**config.mk**
```make
export PLATFORM = sky130hd
export DESIGN_NAME = emb_bus_ctrl
export DESIGN_NICKNAME = d
export VERILOG_FILES = /design/src/emb_pkg.sv /design/src/emb_phase_gen.sv /design/src/emb_bus_ctrl.sv
export SDC_FILE = /design/constraint.sdc
export NUM_CORES = 1
export LEC_CHECK = 0
export BUFFER_PORTS_ARGS = -buffer_cell sky130_fd_sc_hd__buf_2
export CAP_MARGIN = 10
export CORE_MARGIN = 2
export CORE_UTILIZATION = 27
export CTS_BUF_LIST = sky130_fd_sc_hd__clkbuf_8
export DETAILED_ROUTE_END_ITERATION = 10
export PLACE_DENSITY = 0.57
export SLEW_MARGIN = 20
export SYNTH_ARGS = -nofsm -noshare
export SYNTH_HDL_FRONTEND = slang
export SYNTH_SLANG_ARGS = --single-unit
```
**constraint.sdc**
```tcl
create_clock -name clock -period 3.2 [get_ports clock]
set_input_delay 0.48 -clock clock [delete_from_list [all_inputs] [get_ports clock]]
set_output_delay 0.48 -clock clock [all_outputs]
set_load 0.05 [all_outputs]
```
**src/emb_pkg.sv**
```systemverilog
// Package: constants and types for the external memory/IO bus
package emb_pkg;
  // ==========================================================
  // Widths and fixed values
  localparam int ADDR_W = 20;
  localparam int DATA_W = 16;
  localparam int WAIT_W = 3;
  localparam logic [3:0] HIGH_ADDR_ZERO = 4'h0;
  localparam logic [WAIT_W-1:0] MIN_HW_WAITS = 3'h2;
  localparam logic [ADDR_W-1:0] ADDR_RESET = 20'h00000;
  localparam logic [DATA_W-1:0] DATA_RESET = 16'h0000;

  // ==========================================================
  // Access kinds
  typedef enum logic [1:0] {
    EMB_MEM_RD,
    EMB_MEM_WR,
    EMB_IO_RD,
    EMB_IO_WR
  } emb_kind_t;

  // Request from the core
  typedef struct packed {
    emb_kind_t kind;
    logic progSpace;
    logic [ADDR_W-1:0] addr;
    logic [DATA_W-1:0] wdata;
  } emb_req_t;

  // Pin bundle toward the external bus
  typedef struct packed {
    logic [ADDR_W-1:0] addr;
    logic program_space_select_n;
    logic data_space_select_n;
    logic io_space_select_n;
    logic readWrite;
    logic memory_strobe_n;
    logic io_strobe_n;
    logic [DATA_W-1:0] dataOut;
    logic dataOe;
  } emb_pins_t;
endpackage : emb_pkg

```
**src/emb_phase_gen.sv**
```systemverilog
// Clock-output generator giving half-cycle phase enables
`timescale 1ns/100ps
module emb_phase_gen
(
  input wire logic clock,
  input wire logic rst,
  output logic cpuClkOut,
  output logic riseEn,
  output logic fallEn
);
  logic phase_reg;
  logic phase_next;

  // ==========================================================
  // Clock output toggles each system cycle: H is one clock period
  always_comb
  begin
    phase_next = ~phase_reg;
  end

  always_ff @(posedge clock)
  begin
    if (rst)
      phase_reg <= 1'b0;
    else
      phase_reg <= phase_next;
  end

  assign cpuClkOut = phase_reg;
  // Enables mark the edge the clock output makes at the next clock
  assign riseEn = ~phase_reg;
  assign fallEn = phase_reg;
endmodule : emb_phase_gen

```
**src/emb_bus_ctrl.sv**
```systemverilog
// External memory and I/O bus sequencer
`timescale 1ns/100ps
module emb_bus_ctrl
#(
  parameter logic [emb_pkg::WAIT_W-1:0] SW_WAITS = 3'h2
)
(
  input wire logic clock,
  input wire logic rst,
  input wire logic reqValid,
  input wire emb_pkg::emb_req_t req,
  input wire logic consecutive_read_mode,
  input wire logic ready,
  input wire logic [emb_pkg::DATA_W-1:0] dataIn,
  output logic reqReady,
  output logic [emb_pkg::DATA_W-1:0] rdata,
  output logic rdataValid,
  output logic cpu_clock_out,
  output logic microstate_complete_n,
  output logic consecReadActive,
  output emb_pkg::emb_pins_t pins
);
  typedef enum {
    EMB_IDLE,
    EMB_SETUP,
    EMB_STROBE,
    EMB_WAIT,
    EMB_END,
    EMB_HOLD
  } emb_state_t;

  logic clkRaw;
  logic riseEn;
  logic fallEn;
  emb_state_t state_reg, state_next;
  emb_pkg::emb_req_t cur_reg, cur_next;
  emb_pkg::emb_pins_t pins_reg, pins_next;
  logic [emb_pkg::WAIT_W-1:0] wcnt_reg, wcnt_next;
  logic [emb_pkg::DATA_W-1:0] rdata_reg, rdata_next;
  logic rvalid_reg, rvalid_next;
  logic msc_reg, msc_next;
  logic reqReady_reg, reqReady_next;
  logic consecutive_read_mode_reg;

  emb_phase_gen u_phase
  (
    .clock(clock),
    .rst(rst),
    .cpuClkOut(clkRaw),
    .riseEn(riseEn),
    .fallEn(fallEn)
  );

  // Hardware waits allowed only with enough software waits
  function automatic logic hwWaitOk(input logic [emb_pkg::WAIT_W-1:0] n);
    hwWaitOk = (n >= emb_pkg::MIN_HW_WAITS);
  endfunction : hwWaitOk

  function automatic logic isIo(input emb_pkg::emb_kind_t k);
    isIo = (k == emb_pkg::EMB_IO_RD) || (k == emb_pkg::EMB_IO_WR);
  endfunction : isIo

  function automatic logic isWr(input emb_pkg::emb_kind_t k);
    isWr = (k == emb_pkg::EMB_MEM_WR) || (k == emb_pkg::EMB_IO_WR);
  endfunction : isWr

  // ==========================================================
  // Sequencer. Memory strobe on falling edges, I/O strobe on rising.
  always_comb
  begin
    state_next = state_reg;
    cur_next = cur_reg;
    pins_next = pins_reg;
    wcnt_next = wcnt_reg;
    rdata_next = rdata_reg;
    rvalid_next = 1'b0;
    msc_next = 1'b1;
    case (state_reg)
      EMB_IDLE:
      begin
        // New cycles launch on a falling edge so address leads strobe
        if (reqValid && fallEn)
        begin
          cur_next = req;
          pins_next.addr = req.addr;
          if (!req.progSpace || isIo(req.kind))
            pins_next.addr[emb_pkg::ADDR_W-1 -: 4] =
              emb_pkg::HIGH_ADDR_ZERO;
          pins_next.program_space_select_n =
            ~(req.progSpace && !isIo(req.kind));
          pins_next.data_space_select_n =
            ~(!req.progSpace && !isIo(req.kind));
          pins_next.io_space_select_n = ~isIo(req.kind);
          // I/O write turns direction with the address, on the fall
          if (isIo(req.kind) && isWr(req.kind))
            pins_next.readWrite = 1'b0;
          state_next = EMB_SETUP;
        end
      end
      EMB_SETUP:
      begin
        // Memory write: direction low on rising edge, half before strobe
        if (riseEn && isWr(cur_reg.kind) && !isIo(cur_reg.kind))
          pins_next.readWrite = 1'b0;
        // Memory strobe one full cycle after address, once direction set
        if (!isIo(cur_reg.kind) && fallEn &&
            (pins_reg.readWrite != isWr(cur_reg.kind)))
        begin
          pins_next.memory_strobe_n = 1'b0;
          wcnt_next = SW_WAITS;
          state_next = EMB_STROBE;
        end
        // I/O strobe half a cycle after address, on a rising edge
        if (isIo(cur_reg.kind) && riseEn)
        begin
          pins_next.io_strobe_n = 1'b0;
          wcnt_next = SW_WAITS;
          state_next = EMB_STROBE;
        end
      end
      EMB_STROBE:
      begin
        // Data driven only while direction says write
        if (!pins_reg.readWrite && isWr(cur_reg.kind))
        begin
          pins_next.dataOut = cur_reg.wdata;
          pins_next.dataOe = 1'b1;
        end
        // Software waits counted in whole clock-output cycles
        if (fallEn)
        begin
          if (wcnt_reg != '0)
          begin
            wcnt_next = wcnt_reg - 3'h1;
            if (wcnt_reg == 3'h1)
              msc_next = 1'b0;
          end
          else
            state_next = EMB_WAIT;
        end
      end
      EMB_WAIT:
      begin
        // Ready only sampled after software waits and on a falling edge
        if (fallEn && (!hwWaitOk(SW_WAITS) || ready))
          state_next = EMB_END;
      end
      EMB_END:
      begin
        // I/O reads capture on rising edge, memory reads on falling
        if (isIo(cur_reg.kind) ? riseEn : fallEn)
        begin
          if (!isWr(cur_reg.kind))
          begin
            rdata_next = dataIn;
            rvalid_next = 1'b1;
          end
          pins_next.memory_strobe_n = 1'b1;
          pins_next.io_strobe_n = 1'b1;
          state_next = EMB_HOLD;
        end
      end
      EMB_HOLD:
      begin
        // Data held half a cycle past strobe, then bus released
        if (isIo(cur_reg.kind) ? fallEn : riseEn)
        begin
          pins_next.readWrite = 1'b1;
          pins_next.dataOe = 1'b0;
          pins_next.program_space_select_n = 1'b1;
          pins_next.data_space_select_n = 1'b1;
          pins_next.io_space_select_n = 1'b1;
          state_next = EMB_IDLE;
        end
      end
      default:
      begin
        state_next = EMB_IDLE;
      end
    endcase
    // Phase alternates, so a rising cycle now means a falling one next
    reqReady_next = (state_next == EMB_IDLE) && riseEn;
  end

  always_ff @(posedge clock)
  begin
    if (rst)
    begin
      state_reg <= EMB_IDLE;
      cur_reg <= '0;
      pins_reg <= '{addr: emb_pkg::ADDR_RESET, program_space_select_n: 1'b1,
        data_space_select_n: 1'b1, io_space_select_n: 1'b1,
        readWrite: 1'b1, memory_strobe_n: 1'b1, io_strobe_n: 1'b1,
        dataOut: emb_pkg::DATA_RESET, dataOe: 1'b0};
      wcnt_reg <= '0;
      rdata_reg <= emb_pkg::DATA_RESET;
      rvalid_reg <= 1'b0;
      msc_reg <= 1'b1;
      reqReady_reg <= 1'b0;
      consecutive_read_mode_reg <= 1'b0;
    end
    else
    begin
      state_reg <= state_next;
      cur_reg <= cur_next;
      pins_reg <= pins_next;
      wcnt_reg <= wcnt_next;
      rdata_reg <= rdata_next;
      rvalid_reg <= rvalid_next;
      msc_reg <= msc_next;
      reqReady_reg <= reqReady_next;
      consecutive_read_mode_reg <= consecutive_read_mode;
    end
  end

  // Registered outputs; the phase flop drives the clock pin directly so
  // strobes and address move at the very edge the clock output makes
  assign pins = pins_reg;
  assign rdata = rdata_reg;
  assign rdataValid = rvalid_reg;
  assign microstate_complete_n = msc_reg;
  assign cpu_clock_out = clkRaw;
  assign consecReadActive = consecutive_read_mode_reg;
  assign reqReady = reqReady_reg;

  // ==========================================================
  // Checks
  upper_addr_a: assert property (@(posedge clock) disable iff (rst)
    (!pins_reg.data_space_select_n || !pins_reg.io_space_select_n) |->
    pins_reg.addr[19:16] == 4'h0) else $error("upper address not low");
  io_upper_a: assert property (@(posedge clock) disable iff (rst)
    !pins_reg.io_strobe_n |-> pins_reg.addr[19:16] == 4'h0)
    else $error("io upper address not low");
  data_release_a: assert property (@(posedge clock) disable iff (rst)
    pins_reg.readWrite |-> !pins_reg.dataOe)
    else $error("data driven while read");
  // Two system clocks low is one whole clock-output cycle
  memory_strobe_n_width_a: assert property (@(posedge clock) disable iff (rst)
    $fell(pins_reg.memory_strobe_n) |-> (!pins_reg.memory_strobe_n)[*2])
    else $error("memory strobe too short");
  // Reads keep direction high, so only writes are held to the lead
  rw_lead_a: assert property (@(posedge clock) disable iff (rst)
    $fell(pins_reg.memory_strobe_n) && !pins_reg.readWrite |->
    !$past(pins_reg.readWrite))
    else $error("direction not ahead of strobe");
  // Ready is only looked at once the software count has run out
  no_ready_early_a: assert property (@(posedge clock)
    disable iff (rst) (state_reg == EMB_WAIT) |-> (wcnt_reg == '0))
    else $error("ready sampled before waits done");
  ready_stall_a: assert property (@(posedge clock) disable iff (rst)
    (state_reg == EMB_WAIT && fallEn && !ready && hwWaitOk(SW_WAITS))
    |=> state_reg == EMB_WAIT) else $error("ready low ignored");
  io_strobe_n_edge_a: assert property (@(posedge clock) disable iff (rst)
    $changed(pins_reg.io_strobe_n) |-> $past(riseEn))
    else $error("io strobe off rising edge");
  data_hold_a: assert property (@(posedge clock) disable iff (rst)
    $rose(pins_reg.memory_strobe_n) && isWr(cur_reg.kind) |->
    pins_reg.dataOe) else $error("write data dropped early");
endmodule : emb_bus_ctrl

```
==> metrics.md, run 1 <==
| Metric | Value |
|---|---|
| CTS tree | done |
| Remaining DRCs | 0 |
| Setup TNS | 0 ps |
| Routed Antenna Nets | 0 |
| GRT overflow | 0 |
| Clock-pin slew on the worst setup and hold paths | 70 ps |
| CP max FO | 16 |
| Sequential share of the synthesized area | 0.556 |
| Max VDD drop | 0.240 mV |
| Fmax | 0.374 GHz |
| Total core area | 15200 um^2 |
| Post-DP Area | 5080 um^2 |
| Setup CP Type | reg -> reg |
| Leak | 2.26 nW |
| Slowest cell on the critical path | or4_1 |
| Ys Warns | 0 |
| Final Hold Vio Count | 0 |
| Routability Congestion | 0.763 |
| Tmin final | 2670 ps |
| Routed wire length per instance | 12.6 um |
| Worst path cell trace | nor4_1 -> nand4_1 -> or4_1 -> or4_4 -> nand2_1 -> a21oi_1 |
| IO Count | 124 |
| Final setup vio count | 0 |
| PostCTS Resize Cnt | 0 |
| Worst Tran Pin Value | 687 ps |
| Final cycle utilization of the critical path | 0.835 |
| Total Routed Length | 10200 um |
| Sink Count | 117 |
| Top_reg_cell synth | dfxtp_1 |
| Initial antenna violation count | 0 |
| Root Buffer | clkbuf_8 |
| Worst skew pair latency | 430 ps |
| WP data required | 3480 ps |
| Startpoint types | flop |
| Max transition margin | 0.542 |
| Synth Area per Inst | 9.14 um^2 |
| Clk buf depth | 2 |
| DIE WIDTH | 129 um |
| Routed vias/inst | 4.39 |
| Area growth syn-to-layout | 30.8% |
| Port Buffers | 123 |
| Synthesized flop and latch total | 117 |
| Max incr delay on CP | 740 ps |
| Hold crit path type | in -> reg |
| Post-DP HPWL | 7060 um |
| H-tree Lvls | 4 |
| Cell area after layout | 5510 um^2 |
| Initial Util | 0.277 |
| Fraction of layout cells with a size suffix above 1 | 0.300 |
| DR iter-0 viols | 201 |
| Postcts setup bufs | 0 |
| Status | complete, no violations |
| Number of flops mapped to enable cells by yosys | 0 |
| Setup crit end kind | flop |
| RSZ-0062 raised after global routing | false |
| Max reg flops | 43 |
| Global-route wire length before repair | 15900 um |
| Die area | 16600 um^2 |
| NumNets Final | 676 |
| Site row count | 45 |
| Vias | 3554 |
| Post-Synthesis Cells | 461 |
| Post-synth ARST share | 0 |
| TritonCTS Buffers | 17 |
| Max-cap violations | 0 |
| Power per cell area | 551 nW/um^2 |
| Synth Cell Area | 4220 um^2 |
| Yosys cell types | 42 |
| Iteration count of the initial detailed-routing pass | 5 |
| CTS Hold Bufs | 0 |
| Largest net degree at the start of global routing | 58 |
| Die height | 129 um |
| Max Transition Viols Final | 0 |
| GRT Util Overall | 0.124 |
| CP arrival | 2950 ps |
| Clk_skew | 9.48 ps |
| Vias in the first global route | 3472 |
==> Yosys cell counts, drive strengths merged (5+ instances only) <==
master | number | area, um^2
ha | 7 | 87.6
mux2i | 16 | 160
clkbuf | 18 | 67.6
a21oi | 66 | 368
inv | 10 | 37.5
nor4 | 8 | 65.1
dfxtp | 117 | 2340
nand3 | 9 | 45.0
buf | 12 | 92.6
nor2 | 26 | 97.6
nand2 | 111 | 442
nor3 | 8 | 45.0
nor2b | 5 | 31.3
o21ai | 7 | 35.0
==> cell families (layout without fill, tap and decap cells) <==
family          after synthesis  after routing  share of synthesized area
simple gates                191            191                      0.211
other cells                   1             30                   0.000890
fa+ha+maj                     7              7                     0.0208
mux                          16             16                     0.0380
buf+inv                      40            172                     0.0469
flops                       117            117                      0.556
compound gates               89             89                      0.126
==> report_power, final <==
group | switching, mW | total (mW) | internal [mW] | leakage [nW]
combinational | 0.0562 | 0.0952 | 0.0391 | 1.09
sequential | 0.00694 | 1.49 | 1.48 | 0.954
clock | 0.564 | 1.46 | 0.896 | 0.223
total | 0.627 | 3.04 | 2.41 | 2.26
==> routing by layer <==
metal	global-route usage	part of all wire
met1	0.136	0.44
met5	0	0
met3	0.0516	0.049
met4	0.0492	0.0086
met2	0.213	0.50
==> path summary, 6_finish.rpt <==
| kind | from | end | slack [ps] | depth (start not counted) |
|---|---|---|---|---|
| setup / recovery | state_reg[15] | rdata[5] | 530 | 6 |
| hold / removal | consecutive_read_mode | consecReadActive | 270 | 2 |
| setup reg to reg | state_reg[15] | rdata[5] | 530 | 6 |
| hold reg to reg | pins[34] | pins[34] | 450 | 2 |
==> critical path, delay by kind of cell (launching register included) <==
family,cells,cell delay (ps)
AND/OR/NAND/NOR,5,2150
flip-flops,1,300
AO/OA/AOI/OAI,1,60
==> layout make-up <==
cell class,instances,area (um^2)
Inverter,10,37.5
Timing Repair Buffer,131,678
Tap cell,188,235
Fill cell,1592,9690
Clock buffer,20,275
Sequential cell,117,2340
Clock inverter,11,158
Antenna cell,1,2.50
Multi-Input combinational cell,332,1790
==> cells in the final DEF, fill, tap and decap left out, types with 3 or more instances in the layout <==
master / n
inv_1: 12
nor3_1: 6
nor4_1: 7
nand4_1: 3
conb_1: 29
or3_1: 3
buf_4: 9
ha_1: 7
nand2b_1: 4
bufinv_16: 4
a21oi_1: 56
or4_1: 3
clkinv_2: 3
nand2_2: 10
o21ai_0: 7
and3_1: 4
nor2b_1: 5
nand2_1: 101
nor2_1: 26
clkbuf_8: 20
buf_2: 122
mux2i_1: 16
dfxtp_1: 117
a21oi_2: 10
nand3_1: 9
==> metrics by stage <==
stage | total power, mW | std cells | worst slack (ps) | hold WS, ps | util
floorplan | 1.56 | 489 | 714 | 432 | -
global placement | 1.61 | 778 | 512 | 435 | 0.334
detailed placement | 1.61 | 778 | 471 | 441 | 0.334
CTS | 3.10 | 809 | 469 | 224 | 0.363
global route | 3.17 | 809 | 346 | 247 | 0.363
finish | 3.04 | 810 | 526 | 265 | 0.363
No activity file was read; power rests on OpenSTA's default activity.
==> inputs of run 2 (changes only) <==
==> constraint.sdc (replaced) <==
create_clock -name clock -period 2.5 [get_ports clock]
set_input_delay 0.375 -clock clock [delete_from_list [all_inputs] [get_ports clock]]
set_output_delay 0.375 -clock clock [all_outputs]
set_load 0.05 [all_outputs]
==> run 2 against run 1 <==
Net effect: critical path depth increased by 1; via count hardly changed; largest cell class unchanged; largest power group unchanged; clock power is 8% higher; power up 19%; wire length rose by 3.3%; sequential share of layout area decreased by 0.64 points; worst hold slack worse by 100 ps; global-route usage hardly changed; utilization is 0.55 points higher.
==> metrics.md, run 2 (synthesis results as in run 1) <==
| Metric | Value |
|---|---|
| GRT Util Overall | 0.123 (-0.000405) |
| Max reg flops | 43 (unchanged) |
| Global-route wire length before repair | 15700 um (-1.1%) |
| Post-DP HPWL | 7060 um (about the same) |
| TritonCTS Buffers | 17 (unchanged) |
| Initial Util | 0.277 (unchanged) |
| P_sw | 0.877 mW (+40%) |
| Fmax | 0.426 GHz (+14%) |
| Logic pwr share | 0.034 (+0.003) |
| Routed wire length per instance | 12.8 um (+2.1%) |
| Max VDD drop | 0.371 mV (+55%) |
| Max transition margin | 0.528 (-0.0138) |
| Clk_skew | 10.0 ps (+0.545 ps) |
| Root Buffer | clkbuf_8 |
| Startpoint types | flop |
| Remaining DRCs | 0 (unchanged) |
| Total Routed Length | 10500 um (+3.3%) |
| GRT overflow | 0 (unchanged) |
| Clock-pin slew on the worst setup and hold paths | 70 ps (about the same) |
| Area growth syn-to-layout | 32.8% |
| Status | complete, no violations |
| CP max FO | 4 (-12) |
| RSZ-0062 raised after global routing | false |
| Routed vias/inst | 4.34 (-1.2%) |
| Placed cell count | 783 (+0.64%) |
| Final setup vio count | 0 (unchanged) |
| CTS tree | done |
| Antenna cells | 0 (-1) |
| Clk buf depth | 2 (unchanged) |
| Power Total | 3.61 mW (+19%) |
| Flop pwr share | 0.527 (+0.039) |
| Worst skew pair latency | 430 ps (about the same) |
| Post-route insts no fill | 819 (+1.1%) |
| CP arrival | 2660 ps (-290 ps) |
| DIE WIDTH | 129 um (unchanged) |
| Setup TNS | 0 ps (unchanged) |
| Met2 usage | 0.209 (-0.00405) |
| Die height | 129 um (unchanged) |
| Setup CP Type | reg -> reg |
| Initial antenna violation count | 0 (unchanged) |
| Slowest cell on the critical path | or4_4 |
| Most frequent cells in the layout | buf_2 (122), dfxtp_1 (117), nand2_1 (101) |
| Routability Congestion | 0.803 (+5.2%) |
| Clock power share | 0.438 (-0.042) |
| H-tree Lvls | 4 (unchanged) |
| Final Hold Vio Count | 0 (unchanged) |
| Leak | 2.28 nW (+0.58%) |
| Max Transition Viols Final | 0 (unchanged) |
| NumNets Final | 685 (+1.3%) |
| WP data required | 2810 ps (-670 ps) |
| Fraction of layout cells with a size suffix above 1 | 0.319 (+0.0190) |
| Hold crit path type | in -> reg |
| Tmin final | 2350 ps (-325 ps) |
| Commonest non-fill, non-tap cell in the layout | buf_2 |
| Iteration count of the initial detailed-routing pass | 4 (-1) |
| Setup crit end kind | flop |
| Routed Antenna Nets | 0 (unchanged) |
| Vias | 3552 (-0.056%) |
| Die area | 16600 um^2 (unchanged) |
| Sink Count | 117 (unchanged) |
| Sw frac | 0.243 (+0.0371) |
| Final cycle utilization of the critical path | 0.939 (+0.104) |
| Total core area | 15200 um^2 (unchanged) |
| Worst Tran Pin Value | 707 ps (+20.7 ps) |
| Site row count | 45 (unchanged) |
| Vias in the first global route | 3388 (-2.4%) |
| Port Buffers | 123 (unchanged) |
| Internal power | 2.73 mW (+13%) |
| Max incr delay on CP | 550 ps (-190 ps) |
| Met3 Usage GRT | 0.0507 (-0.000832) |
| IO Count | 124 (unchanged) |
| Max-cap violations | 0 (unchanged) |
| Power per cell area | 644 nW/um^2 (+17%) |
| Worst path cell trace | nor4_1 -> nand4_1 -> or4_4 -> buf_4 -> or4_1 -> o211ai_1 -> nor2_1 |
| DR iter-0 viols | 192 (-4.5%) |
| Largest net degree at the start of global routing | 67 (+16%) |
| CTS Hold Bufs | 0 (unchanged) |
| GRT busiest layer | met2 |
| Grt met1 use | 0.134 (-0.00144) |
==> run 2: cell types whose count changed in the layout (fill, tap and decap cells not counted), moves of 2 or more <==
cell	before	now
clkinvlp_4	2	6
buf_12	0	3
buf_4	9	12
bufinv_16	4	1
clkbuf_8	20	17
clkinv_4	0	3
buf_6	0	2
inv_1	12	10
inv_6	0	2
==> run 2: final cells by class <==
class,count,area (um^2)
fill,1568,9600
sequential,117,2340
multi-input combinational,332,1810
timing repair buffer,140,808
tap,188,235
clock buffer,17,234
clock inverter,15,134
inverter,10,37.5
==> run 2: power by group through the flow <==
stage / combinational [mW] / clock [mW] / sequential, mW
detailed placement: 0.122 / 0 / 1.94
global route: 0.137 / 1.74 / 1.90
CTS: 0.123 / 1.66 / 1.90
global placement: 0.121 / 0 / 1.94
floorplan: 0.0462 / 0 / 1.95
finish: 0.123 / 1.58 / 1.90
==> run 2: path summary, 6_finish.rpt <==
| path | from | to | slack, ps | cells past startpoint |
|---|---|---|---|---|
| hold reg to reg | pins[29] | pins[29] | 450 | 2 |
| setup reg to reg | state_reg[7] | reqReady | 150 | 7 |
| hold / removal | consecutive_read_mode | consecReadActive | 160 | 2 |
| setup / recovery | state_reg[7] | reqReady | 150 | 7 |
==> run 2: per-stage QoR <==
step	instance area, um^2	util	setup slack (ps)	hold WS (ps)
final	5600	0.368	152	163
after global routing	5600	0.368	35.7	153
after CTS	5540	0.364	27.6	117
after detailed placement	5170	0.340	-7.43	441
after global placement	5170	0.340	26.4	435
after floorplan	4320	-	14.0	432
==> run 2: timing repair <==
item | in CTS | in global routing
hold endpoints to repair | 0 | 0
pin swaps | 0 | 1
buffers inserted | 0 | 2
endpoints found under the setup margin | 1 | 55
gates resized for setup | 1 | 4
gates cloned | 0 | 2
==> run 2: critical path, delay by kind of cell, from the launching register on <==
family	cells	cell delay (ps)
AND/OR/NAND/NOR	5	1640
flip-flops	1	300
buffers and inverters	1	170
AO/OA/AOI/OAI	1	120
==> run 2: routing by layer <==
metal  vias up  share of wire  wire length, um
met5         -              0                0
met4         0          0.019              199
met1      1602           0.42             4470
met3        14          0.069              729
li1       1832              -                -
met2       104           0.49             5120
